`config.mk`:
```
export PLATFORM = sky130hd
export DESIGN_NAME = pec_parity_ctrl
export DESIGN_NICKNAME = d
export VERILOG_FILES = /design/src/verilog/pec_pkg.sv /design/src/verilog/pec_parity_ctrl.sv
export SDC_FILE = /design/constraint.sdc
export NUM_CORES = 1
export LEC_CHECK = 0
export BUFFER_PORTS_ARGS = -buffer_cell sky130_fd_sc_hd__clkbuf_2
export CORE_UTILIZATION = 30
export CTS_CLUSTER_DIAMETER = 100
export DETAILED_ROUTE_END_ITERATION = 10
export GPL_TIMING_DRIVEN = 0
export PLACE_DENSITY = 0.59
export SYNTH_ARGS = -nofsm -noshare
export SYNTH_HDL_FRONTEND = slang
export SYNTH_SLANG_ARGS = --single-unit
```
`constraint.sdc`:
```
create_clock -name sys_clk_i -period 2 [get_ports sys_clk_i]
set_input_delay 0.2 -clock sys_clk_i [delete_from_list [all_inputs] [get_ports sys_clk_i]]
set_output_delay 0.2 -clock sys_clk_i [all_outputs]
set_load 0.01 [all_outputs]
```
`src/verilog/pec_pkg.sv`:
```
package pec_pkg;

  // register map, byte addresses on the AXI4-Lite side
  localparam logic [3:0] CSR_OFFSET = 4'h0;
  localparam logic [3:0] BUSADDR_OFFSET = 4'h4;

  // control and status register field positions
  localparam int ENABLE_BIT = 0;
  localparam int WWP_BIT = 2;
  localparam int ERRADR_LSB = 5;
  localparam int ERRADR_MSB = 11;
  localparam int ERRFLAG_BIT = 15;

  // backplane address bits captured on each sync strobe while no error is held
  localparam int ADR_CAP_LSB = 11;
  localparam int ADR_CAP_MSB = 17;

  // fixed part of the register's bus address, low select bits come from jumpers
  localparam logic [17:0] CSR_BASE_ADDR = 18'h3F440;
  localparam logic [17:0] CSR_BASE_MASK = 18'h3FFE1;

  // reset values
  localparam logic [31:0] CSR_RESET = 32'h0000_0000;
  localparam logic [3:0] JUMPER_RESET = 4'h0;

  // AXI response codes
  localparam logic [1:0] RESP_OKAY = 2'h0;
  localparam logic [1:0] RESP_SLVERR = 2'h2;

  // backplane strobes sampled from the pins, all active high here
  typedef struct packed {
    logic sync;
    logic din;
    logic dout;
    logic rply;
    logic init;
  } pec_strobes_t;

endpackage : pec_pkg

```
`src/verilog/pec_parity_ctrl.sv`:
```
// Implementation choices: the AXI4-Lite slave port and the address map.
`timescale 1ns/1ps
module pec_parity_ctrl (
  input wire logic sys_clk_i, // 10 MHz system clock
  input wire logic rstn_i, // synchronous reset, active low
  // AXI4-Lite slave
  input wire logic [3:0] s_awaddr_i, // write address
  input wire logic s_awvalid_i, // write address valid
  output logic s_awready_o, // write address ready
  input wire logic [31:0] s_wdata_i, // write data
  input wire logic [3:0] s_wstrb_i, // write byte strobes
  input wire logic s_wvalid_i, // write data valid
  output logic s_wready_o, // write data ready
  output logic [1:0] s_bresp_o, // write response
  output logic s_bvalid_o, // write response valid
  input wire logic s_bready_i, // write response ready
  input wire logic [3:0] s_araddr_i, // read address
  input wire logic s_arvalid_i, // read address valid
  output logic s_arready_o, // read address ready
  output logic [31:0] s_rdata_o, // read data
  output logic [1:0] s_rresp_o, // read response
  output logic s_rvalid_o, // read data valid
  input wire logic s_rready_i, // read data ready
  // backplane side, strobes active high, already synchronous
  input wire logic [17:0] bdal_i, // address/data lines as received
  input wire logic bsync_i, // bus sync strobe
  input wire logic bdin_i, // bus input strobe
  input wire logic bdout_i, // bus output strobe
  input wire logic brply_i, // bus reply
  input wire logic binit_i, // bus initialize
  output logic [15:0] bdal_o, // data driven during a register read
  output logic [15:0] bdal_oe_n_o, // low where data lines are driven
  output logic bdal16_o, // error / write-wrong-parity line, asserted high
  output logic bdal16_oe_n_o, // low while the error line is driven
  output logic bdal17_o, // parity enable line, asserted high
  output logic bdal17_oe_n_o, // low while the enable line is driven
  output logic brply_o, // reply for a register access
  output logic csr_active_o // register selected in current bus cycle
);

  ////////////////////////////////////////////////////////////////////////////
  // backplane strobe sampling and edge detection

  pec_pkg::pec_strobes_t strb_reg;
  pec_pkg::pec_strobes_t strb_now;
  logic sync_rise;
  logic din_rise;
  logic dout_rise;
  logic rply_rise;

  // bundle the pins once so every edge is taken from the same sample
  assign strb_now = '{sync: bsync_i, din: bdin_i, dout: bdout_i, rply: brply_i,
                      init: binit_i};
  assign sync_rise = strb_now.sync & ~strb_reg.sync;
  assign din_rise = strb_now.din & ~strb_reg.din;
  assign dout_rise = strb_now.dout & ~strb_reg.dout;
  assign rply_rise = strb_now.rply & ~strb_reg.rply;

  // previous strobe levels
  always_ff @(posedge sys_clk_i) begin
    if (!rstn_i) begin
      strb_reg <= '0;
    end else begin
      strb_reg <= strb_now;
    end
  end

  ////////////////////////////////////////////////////////////////////////////
  // address phase: latch address and decide whether this cycle is ours

  logic [3:0] jumper_reg;
  logic [17:0] cyc_addr_reg;
  logic sel_reg;
  logic addr_hit;
  logic [6:0] err_addr_reg;
  logic err_flag_reg;

  // low select bits A04-A01 compared against the jumper setting
  assign addr_hit = ((bdal_i & pec_pkg::CSR_BASE_MASK) == pec_pkg::CSR_BASE_ADDR) &&
                    (bdal_i[4:1] == jumper_reg);

  // address of the cycle and our selection, sampled on sync leading edge
  always_ff @(posedge sys_clk_i) begin
    if (!rstn_i) begin
      cyc_addr_reg <= 18'h00000;
      sel_reg <= 1'b0;
    end else if (sync_rise) begin
      cyc_addr_reg <= bdal_i;
      sel_reg <= addr_hit;
    end else if (!strb_now.sync) begin
      sel_reg <= 1'b0;
    end
  end

  // upper address capture; frozen while an error is held so its block survives
  always_ff @(posedge sys_clk_i) begin
    if (!rstn_i) begin
      err_addr_reg <= 7'h00;
    end else if (sync_rise && !err_flag_reg) begin
      err_addr_reg <= bdal_i[pec_pkg::ADR_CAP_MSB:pec_pkg::ADR_CAP_LSB];
    end
  end

  ////////////////////////////////////////////////////////////////////////////
  // control and status bits

  logic enable_reg;
  logic wwp_reg;
  logic bus_wr;
  logic bus_rd;
  logic axi_wr_csr;
  logic axi_wr_jmp;
  logic [31:0] axi_wdata;
  logic axi_rd_csr;
  logic csr_read;
  logic err_set;
  logic [15:0] csr_value;

  assign bus_wr = sel_reg & dout_rise;
  assign bus_rd = sel_reg & din_rise;
  assign csr_read = bus_rd | axi_rd_csr;
  // error reported by memory at reply of a read, only from memory cycles
  assign err_set = rply_rise & strb_now.din & bdal_i[16] & ~sel_reg;

  // unused bits tie to zero and hold no storage
  always_comb begin
    csr_value = 16'h0000;
    csr_value[pec_pkg::ENABLE_BIT] = enable_reg;
    csr_value[pec_pkg::WWP_BIT] = wwp_reg;
    csr_value[pec_pkg::ERRADR_MSB:pec_pkg::ERRADR_LSB] = err_addr_reg;
    csr_value[pec_pkg::ERRFLAG_BIT] = err_flag_reg;
  end

  // enable and write-wrong-parity follow processor writes; init clears both
  always_ff @(posedge sys_clk_i) begin
    if (!rstn_i || strb_now.init) begin
      enable_reg <= 1'b0;
      wwp_reg <= 1'b0;
    end else if (bus_wr) begin
      enable_reg <= bdal_i[pec_pkg::ENABLE_BIT];
      wwp_reg <= bdal_i[pec_pkg::WWP_BIT];
    end else if (axi_wr_csr) begin
      enable_reg <= axi_wdata[pec_pkg::ENABLE_BIT];
      wwp_reg <= axi_wdata[pec_pkg::WWP_BIT];
    end
  end

  // error flag: a new error in the clearing cycle wins over the read
  always_ff @(posedge sys_clk_i) begin
    if (!rstn_i || strb_now.init) begin
      err_flag_reg <= 1'b0;
    end else if (err_set) begin
      err_flag_reg <= 1'b1;
    end else if (csr_read) begin
      err_flag_reg <= 1'b0;
    end
  end

  ////////////////////////////////////////////////////////////////////////////
  // backplane drivers

  logic [15:0] bdal_next;
  logic rd_drive;

  assign rd_drive = sel_reg & strb_now.din;
  // word frozen at the input strobe edge, so the read that clears the flag still shows it
  assign bdal_next = bus_rd ? csr_value : (rd_drive ? bdal_o : 16'h0000);

  // all pin outputs registered; one cycle of lag against the strobes
  always_ff @(posedge sys_clk_i) begin
    if (!rstn_i) begin
      bdal_o <= 16'h0000;
      bdal_oe_n_o <= 16'hFFFF;
      bdal16_o <= 1'b0;
      bdal16_oe_n_o <= 1'b1;
      bdal17_o <= 1'b0;
      bdal17_oe_n_o <= 1'b1;
      brply_o <= 1'b0;
      csr_active_o <= 1'b0;
    end else begin
      bdal_o <= bdal_next;
      bdal_oe_n_o <= {16{~rd_drive}};
      bdal17_o <= enable_reg & strb_now.din;
      bdal17_oe_n_o <= ~(enable_reg & strb_now.din);
      bdal16_o <= wwp_reg & strb_now.dout;
      bdal16_oe_n_o <= ~(wwp_reg & strb_now.dout);
      brply_o <= sel_reg & (strb_now.din | strb_now.dout);
      csr_active_o <= sel_reg;
    end
  end

  ////////////////////////////////////////////////////////////////////////////
  // AXI4-Lite slave: write channel, takes address and data in either order

  logic aw_held_reg;
  logic w_held_reg;
  logic [3:0] aw_addr_reg;
  logic [31:0] w_data_reg;
  logic [3:0] w_strb_reg;
  logic wr_go;
  logic [3:0] wr_addr;
  logic [31:0] wr_data;

  // a register changes once, in the cycle both halves are held, from the held copies
  assign wr_go = aw_held_reg & w_held_reg & ~s_bvalid_o;
  assign wr_addr = aw_addr_reg;
  assign wr_data = w_data_reg;
  assign axi_wr_csr = wr_go && (wr_addr == pec_pkg::CSR_OFFSET) && w_strb_reg[0];
  assign axi_wdata = wr_data;
  assign axi_wr_jmp = wr_go && (wr_addr == pec_pkg::BUSADDR_OFFSET);

  // hold whichever half arrives first until the other turns up
  always_ff @(posedge sys_clk_i) begin
    if (!rstn_i) begin
      s_awready_o <= 1'b0;
      s_wready_o <= 1'b0;
      aw_held_reg <= 1'b0;
      w_held_reg <= 1'b0;
      aw_addr_reg <= 4'h0;
      w_data_reg <= 32'h0000_0000;
      w_strb_reg <= 4'h0;
      s_bvalid_o <= 1'b0;
      s_bresp_o <= pec_pkg::RESP_OKAY;
    end else begin
      s_awready_o <= ~aw_held_reg & ~s_awready_o & ~s_bvalid_o;
      s_wready_o <= ~w_held_reg & ~s_wready_o & ~s_bvalid_o;
      if (s_awvalid_i && s_awready_o) begin
        aw_held_reg <= 1'b1;
        aw_addr_reg <= s_awaddr_i;
      end
      if (s_wvalid_i && s_wready_o) begin
        w_held_reg <= 1'b1;
        w_data_reg <= s_wdata_i;
        w_strb_reg <= s_wstrb_i;
      end
      if (aw_held_reg && w_held_reg && !s_bvalid_o) begin
        aw_held_reg <= 1'b0;
        w_held_reg <= 1'b0;
        s_bvalid_o <= 1'b1;
        s_bresp_o <= (aw_addr_reg == pec_pkg::CSR_OFFSET ||
                      aw_addr_reg == pec_pkg::BUSADDR_OFFSET) ?
                     pec_pkg::RESP_OKAY : pec_pkg::RESP_SLVERR;
      end else if (s_bvalid_o && s_bready_i) begin
        s_bvalid_o <= 1'b0;
      end
    end
  end

  logic wr_commit;
  assign wr_commit = aw_held_reg & w_held_reg & ~s_bvalid_o;

  // jumper setting, software stands in for the wired straps
  always_ff @(posedge sys_clk_i) begin
    if (!rstn_i) begin
      jumper_reg <= pec_pkg::JUMPER_RESET;
    end else if (axi_wr_jmp && wr_commit && w_strb_reg[0]) begin
      jumper_reg <= wr_data[4:1];
    end
  end

  ////////////////////////////////////////////////////////////////////////////
  // AXI4-Lite slave: read channel

  logic ar_take;
  logic [31:0] rd_word;
  logic rd_ok;

  assign ar_take = s_arvalid_i & s_arready_o;
  assign axi_rd_csr = ar_take && (s_araddr_i == pec_pkg::CSR_OFFSET);
  assign rd_ok = (s_araddr_i == pec_pkg::CSR_OFFSET) ||
                 (s_araddr_i == pec_pkg::BUSADDR_OFFSET);
  assign rd_word = (s_araddr_i == pec_pkg::CSR_OFFSET) ? {16'h0000, csr_value} :
                   (s_araddr_i == pec_pkg::BUSADDR_OFFSET) ? {27'h0, jumper_reg, 1'b0} :
                   32'h0000_0000;

  // one read in flight; arready drops while the answer waits
  always_ff @(posedge sys_clk_i) begin
    if (!rstn_i) begin
      s_arready_o <= 1'b0;
      s_rvalid_o <= 1'b0;
      s_rdata_o <= 32'h0000_0000;
      s_rresp_o <= pec_pkg::RESP_OKAY;
    end else begin
      s_arready_o <= ~s_rvalid_o; // never waits on arvalid, so a waiting request cannot stall
      if (ar_take) begin
        s_arready_o <= 1'b0;
        s_rvalid_o <= 1'b1;
        s_rdata_o <= rd_word;
        s_rresp_o <= rd_ok ? pec_pkg::RESP_OKAY : pec_pkg::RESP_SLVERR;
      end else if (s_rvalid_o && s_rready_i) begin
        s_rvalid_o <= 1'b0;
      end
    end
  end

endmodule : pec_parity_ctrl

```
* Yosys cells after proc, flatten, opt, wreduce, memory -nomap -nowiden
Index checks and enable logic that the tools add are counted.
** Word-level totals
- Input bits :: 74
- Flip-flop bits (word level) :: 89
** Operators by class
- Reduce and logical (&&, ||, !) cells :: 28
- Equal/unequal tests :: 6
- Bitwise logic cells :: 37
- Mux-type cells :: 18
** Operators by type and width (number)
- 2-to-1 mux 16 bit :: 3
- AND 1 bit :: 20
- NOT 1 bit :: 15
- equality test 14 bit, second input constant :: 1
- logical AND 1 bit :: 14
- 2-to-1 mux 1 bit :: 12
- equality test 4 x 3 -> 1 bit, second input constant :: 2
- logical NOT 4 bit :: 2
- nonzero test 2 bit :: 4
- 2-to-1 mux 5 bit :: 1
- equality test 4 bit :: 1
- 2-to-1 mux 2 bit :: 2
- OR reduction 2 bit :: 2
- logical NOT 1 bit :: 3
- logical OR 1 bit :: 3
- inequality test 2 x 1 -> 1 bit, second input constant :: 1
- inequality test 2 bit, second input constant :: 1
- OR 1 bit :: 2

* Longest topological paths before layout
- Depth after elaboration :: 6
- Gate-level depth with buffers :: 4

* Worst setup path before layout
Ideal clock, no wire load.
- Path kind :: register to register
- Start point :: register aw_addr_reg[3]
- End point :: register enable_reg
- Period minus slack after synthesis :: 1207 ps
- Buffers on the path :: 1
- Path slack :: 793 ps
- Setup time :: 124 ps
- Cell stages (with the launch flop) :: 5
- Arrival :: 1083 ps
- Cell sequence :: dfxtp_1 > or3_1 > clkbuf_2 > o32ai_1 > a21oi_1
** On the way
- Longest elaborated chain between the ends :: 4
** RTL lines
- from (decl) :: RTL line pec_parity_ctrl.sv:197 : logic [3:0] aw_addr_reg;
- from (signal assigned) :: RTL line pec_parity_ctrl.sv:229 : aw_addr_reg <= s_awaddr_i;
- logical NOT 4 bit :: RTL line pec_parity_ctrl.sv:208 : assign axi_wr_csr = wr_go && (wr_addr == pec_pkg::CSR_OFFSET) && w_strb_reg[0];
- logical AND 1 bit (2 in a row) :: RTL line pec_parity_ctrl.sv:208
- nonzero test 2 bit (no source line)
- to (signal assigned) :: RTL line pec_parity_ctrl.sv:140 : enable_reg <= bdal_i[pec_pkg::ENABLE_BIT];
- to (signal assigned) :: RTL line pec_parity_ctrl.sv:143 : enable_reg <= axi_wdata[pec_pkg::ENABLE_BIT];
- to (decl) :: RTL line pec_parity_ctrl.sv:107 : logic enable_reg;
No other way between the ends.
A chain may end at the register's enable or synchronous reset.

* Final worst setup path
- Start point :: register bdal_oe_n_o[0] (netlist name)
- End point :: output bdal_oe_n_o[6]
** RTL lines
- to (decl) :: RTL line pec_parity_ctrl.sv:32 : output logic [15:0] bdal_oe_n_o,
No word-level cell between the ends.

==> metrics <==
Critical Path AT=1.28 ns; maximum vdd drop=320 uV; Sum Neg Setup Slack=0 ns; register area share after synthesis=0.479; WL/cell=12.5 um; Vias/cell=4.44; Max-Cap Viols=0; WHS=0.0769 ns; number of flip-flops under the largest register name=13; via count=2,455; Slew @ Worst Pin=0.582 ns; n_diodes=0; Detailed Place HPWL=5360 um; Post-CTS Resized=0; synthesized cell area=0.00284 mm2; initial drt markers=63; Total GRT Usage=0.144; postcts setup bufs=0; CP max-delay cell=dfxtp_1; Critical Path Sink Type=output port; Hold WC Path Type=primary input to flop; Post-Place Worst Slack=0.620 ns; clock slew seen by the registers of the worst setup and hold paths=0.08 ns; core area=0.00920 mm2; clk_skew=0.00827 ns; worst skew pair latency=0.35 ns; number of nets in the layout=511; Post-CTS Hold Buffers=0; placed cells=537; final setup margin=0.518 ns; share of cells above drive strength 1=0.367; syn avg cell area=9.29 um2; Max transition margin=0.609; crit-path cells=buf_4, clkbuf_2; yosys warns=0; CTS Sinks=68; Die ar.=0.00987 mm2; Post-Layout Cell Count=553; Max Root-Sink Buffers=2; Pre-antenna DRT Iters=6; CP max FO=16; num ports=153; post-route cell area=0.00377 mm2; total CTS buffers=9; Final setup viols=0; Pleak=1.72 nW; RSZ-0062 raised after global routing=false; Worst setup SP type=flop; htree depth=3; largest net degree at the start of global routing=17; Yosys reg bits=68; Largest stage delay, worst path=0.62 ns; IO buf count=94; final hold violations=0; initial antenna violation count=0; Mapped Cells=306; status=finished, final reports clean; CTS root buf=clkbuf_8; placed inst area=0.00355 mm2; die height=99.3 um; Initial Util=0.309; min cycle time layout=1.48 ns; Final Power=2.96 mW; Final Wtd Congestion=0.744; Synth-to-Final Area Change=32.7%; first-pass GRT wire length=10,900 um; DRC errors left=0; CP required=1.80 ns; Highest Clock Rate=0.675 GHz; total gr overflow=0; DRT antenna net count=0; number of global-route vias before repair=2,170; Synth cell types=38; period utilization=0.741; CP Class=flop to output port; Detailed Route WL=6890 um; row count=35; Final Core Density=0.410; CTS tree=done; Final Max Tran Viols=0; Pwr Density=785 mW/mm2; Die X=99.3 um
## where the power goes
part           switching [mW]  internal, mW
combinational           0.153         0.125
clock                   0.558         0.710
sequential             0.0271          1.39
## cell usage after synthesis (all sizes together)
cell type  count  area share
and4b          1      0.0035
a221oi         1      0.0053
nand4          9       0.020
o32ai          2      0.0062
conb           1      0.0013
a32oi          9       0.028
nor4bb         1      0.0035
o2111ai        2      0.0062
buf           52        0.13
a21oi         25       0.044
nand3b         2      0.0053
nor2b          2      0.0044
mux2           1      0.0040
nand2b         3      0.0066
nand2         21       0.028
nor2          31       0.041
o21ai          3      0.0053
inv            5      0.0066
and3           1      0.0022
dfxtp         68        0.48
mux2i         18       0.063
or3            1      0.0022
clkbuf         6      0.0084
o21a           2      0.0053
o31ai          5       0.013
xnor2          4       0.012
nor3           5       0.013
nand3         13       0.023
nand4b         2      0.0062
nor3b          1      0.0026
nor4b          1      0.0031
and2           6       0.013
and3b          2      0.0062
## kinds of logic (layout without fill, tap and decap cells)
| family | Yosys count | in the layout | synth area share |
|---|---|---|---|
| AND/OR/NAND/NOR | 102 | 102 | 0.183 |
| flip-flops | 68 | 68 | 0.479 |
| buffers and inverters | 63 | 173 | 0.144 |
| other | 1 | 27 | 0.00132 |
| XOR/XNOR | 4 | 4 | 0.0123 |
| multiplexers | 19 | 19 | 0.0673 |
| AO/OA/AOI/OAI | 49 | 49 | 0.113 |
## cells in the final DEF (no fill, tap or decap), types with 6 or more instances in the layout
| cell type | Yosys | routed |
|---|---|---|
| clkbuf_2 | 1 | 95 |
| dfxtp_1 | 68 | 68 |
| clkbuf_8 | 0 | 9 |
| a32oi_1 | 9 | 9 |
| nand3_1 | 13 | 13 |
| buf_4 | 42 | 42 |
| nor2_1 | 31 | 31 |
| and2_1 | 6 | 6 |
| a21oi_1 | 25 | 25 |
| conb_1 | 1 | 27 |
| nand2_1 | 21 | 21 |
| nand4_1 | 9 | 9 |
| mux2i_1 | 18 | 18 |
## final timing paths
path         slack, ns  cells after the start                        start                         to
max               0.52                      2    bdal_oe_n_o[0]$_SDFF_PN1_             bdal_oe_n_o[6]
min               0.08                      2                      brply_i     strb_reg[1]$_SDFF_PN0_
max reg2reg       0.66                      4  aw_addr_reg[3]$_SDFFE_PN0P_    enable_reg$_SDFFE_PP0P_
min reg2reg       0.45                      2    s_rdata_o[1]$_SDFFE_PN0P_  s_rdata_o[1]$_SDFFE_PN0P_
## layout make-up
cell class,instances,area (um2)
Timing Repair Buffer,94,470
Inverter,5,18.8
Multi-Input combinational cell,201,1170
Clock inverter,7,100
Clock buffer,9,124
Tap cell,111,139
Buffer,58,390
Fill cell,953,5420
Sequential cell,68,1360
## worst max-delay path: cells and delay by family, from the launching register on
family | cells | cell delay (ns)
flops | 1 | 0.62
buf+inv | 2 | 0.31
## metal layers
metal / global-route usage / vias up / part of all wire
li1: - / 1260 / -
met5: 0 / - / 0
met3: 0.0372 / 9 / 0.066
met4: 0.0611 / 0 / 0.010
met2: 0.235 / 99 / 0.47
met1: 0.180 / 1087 / 0.45
Power figures use the tool's default switching activity.
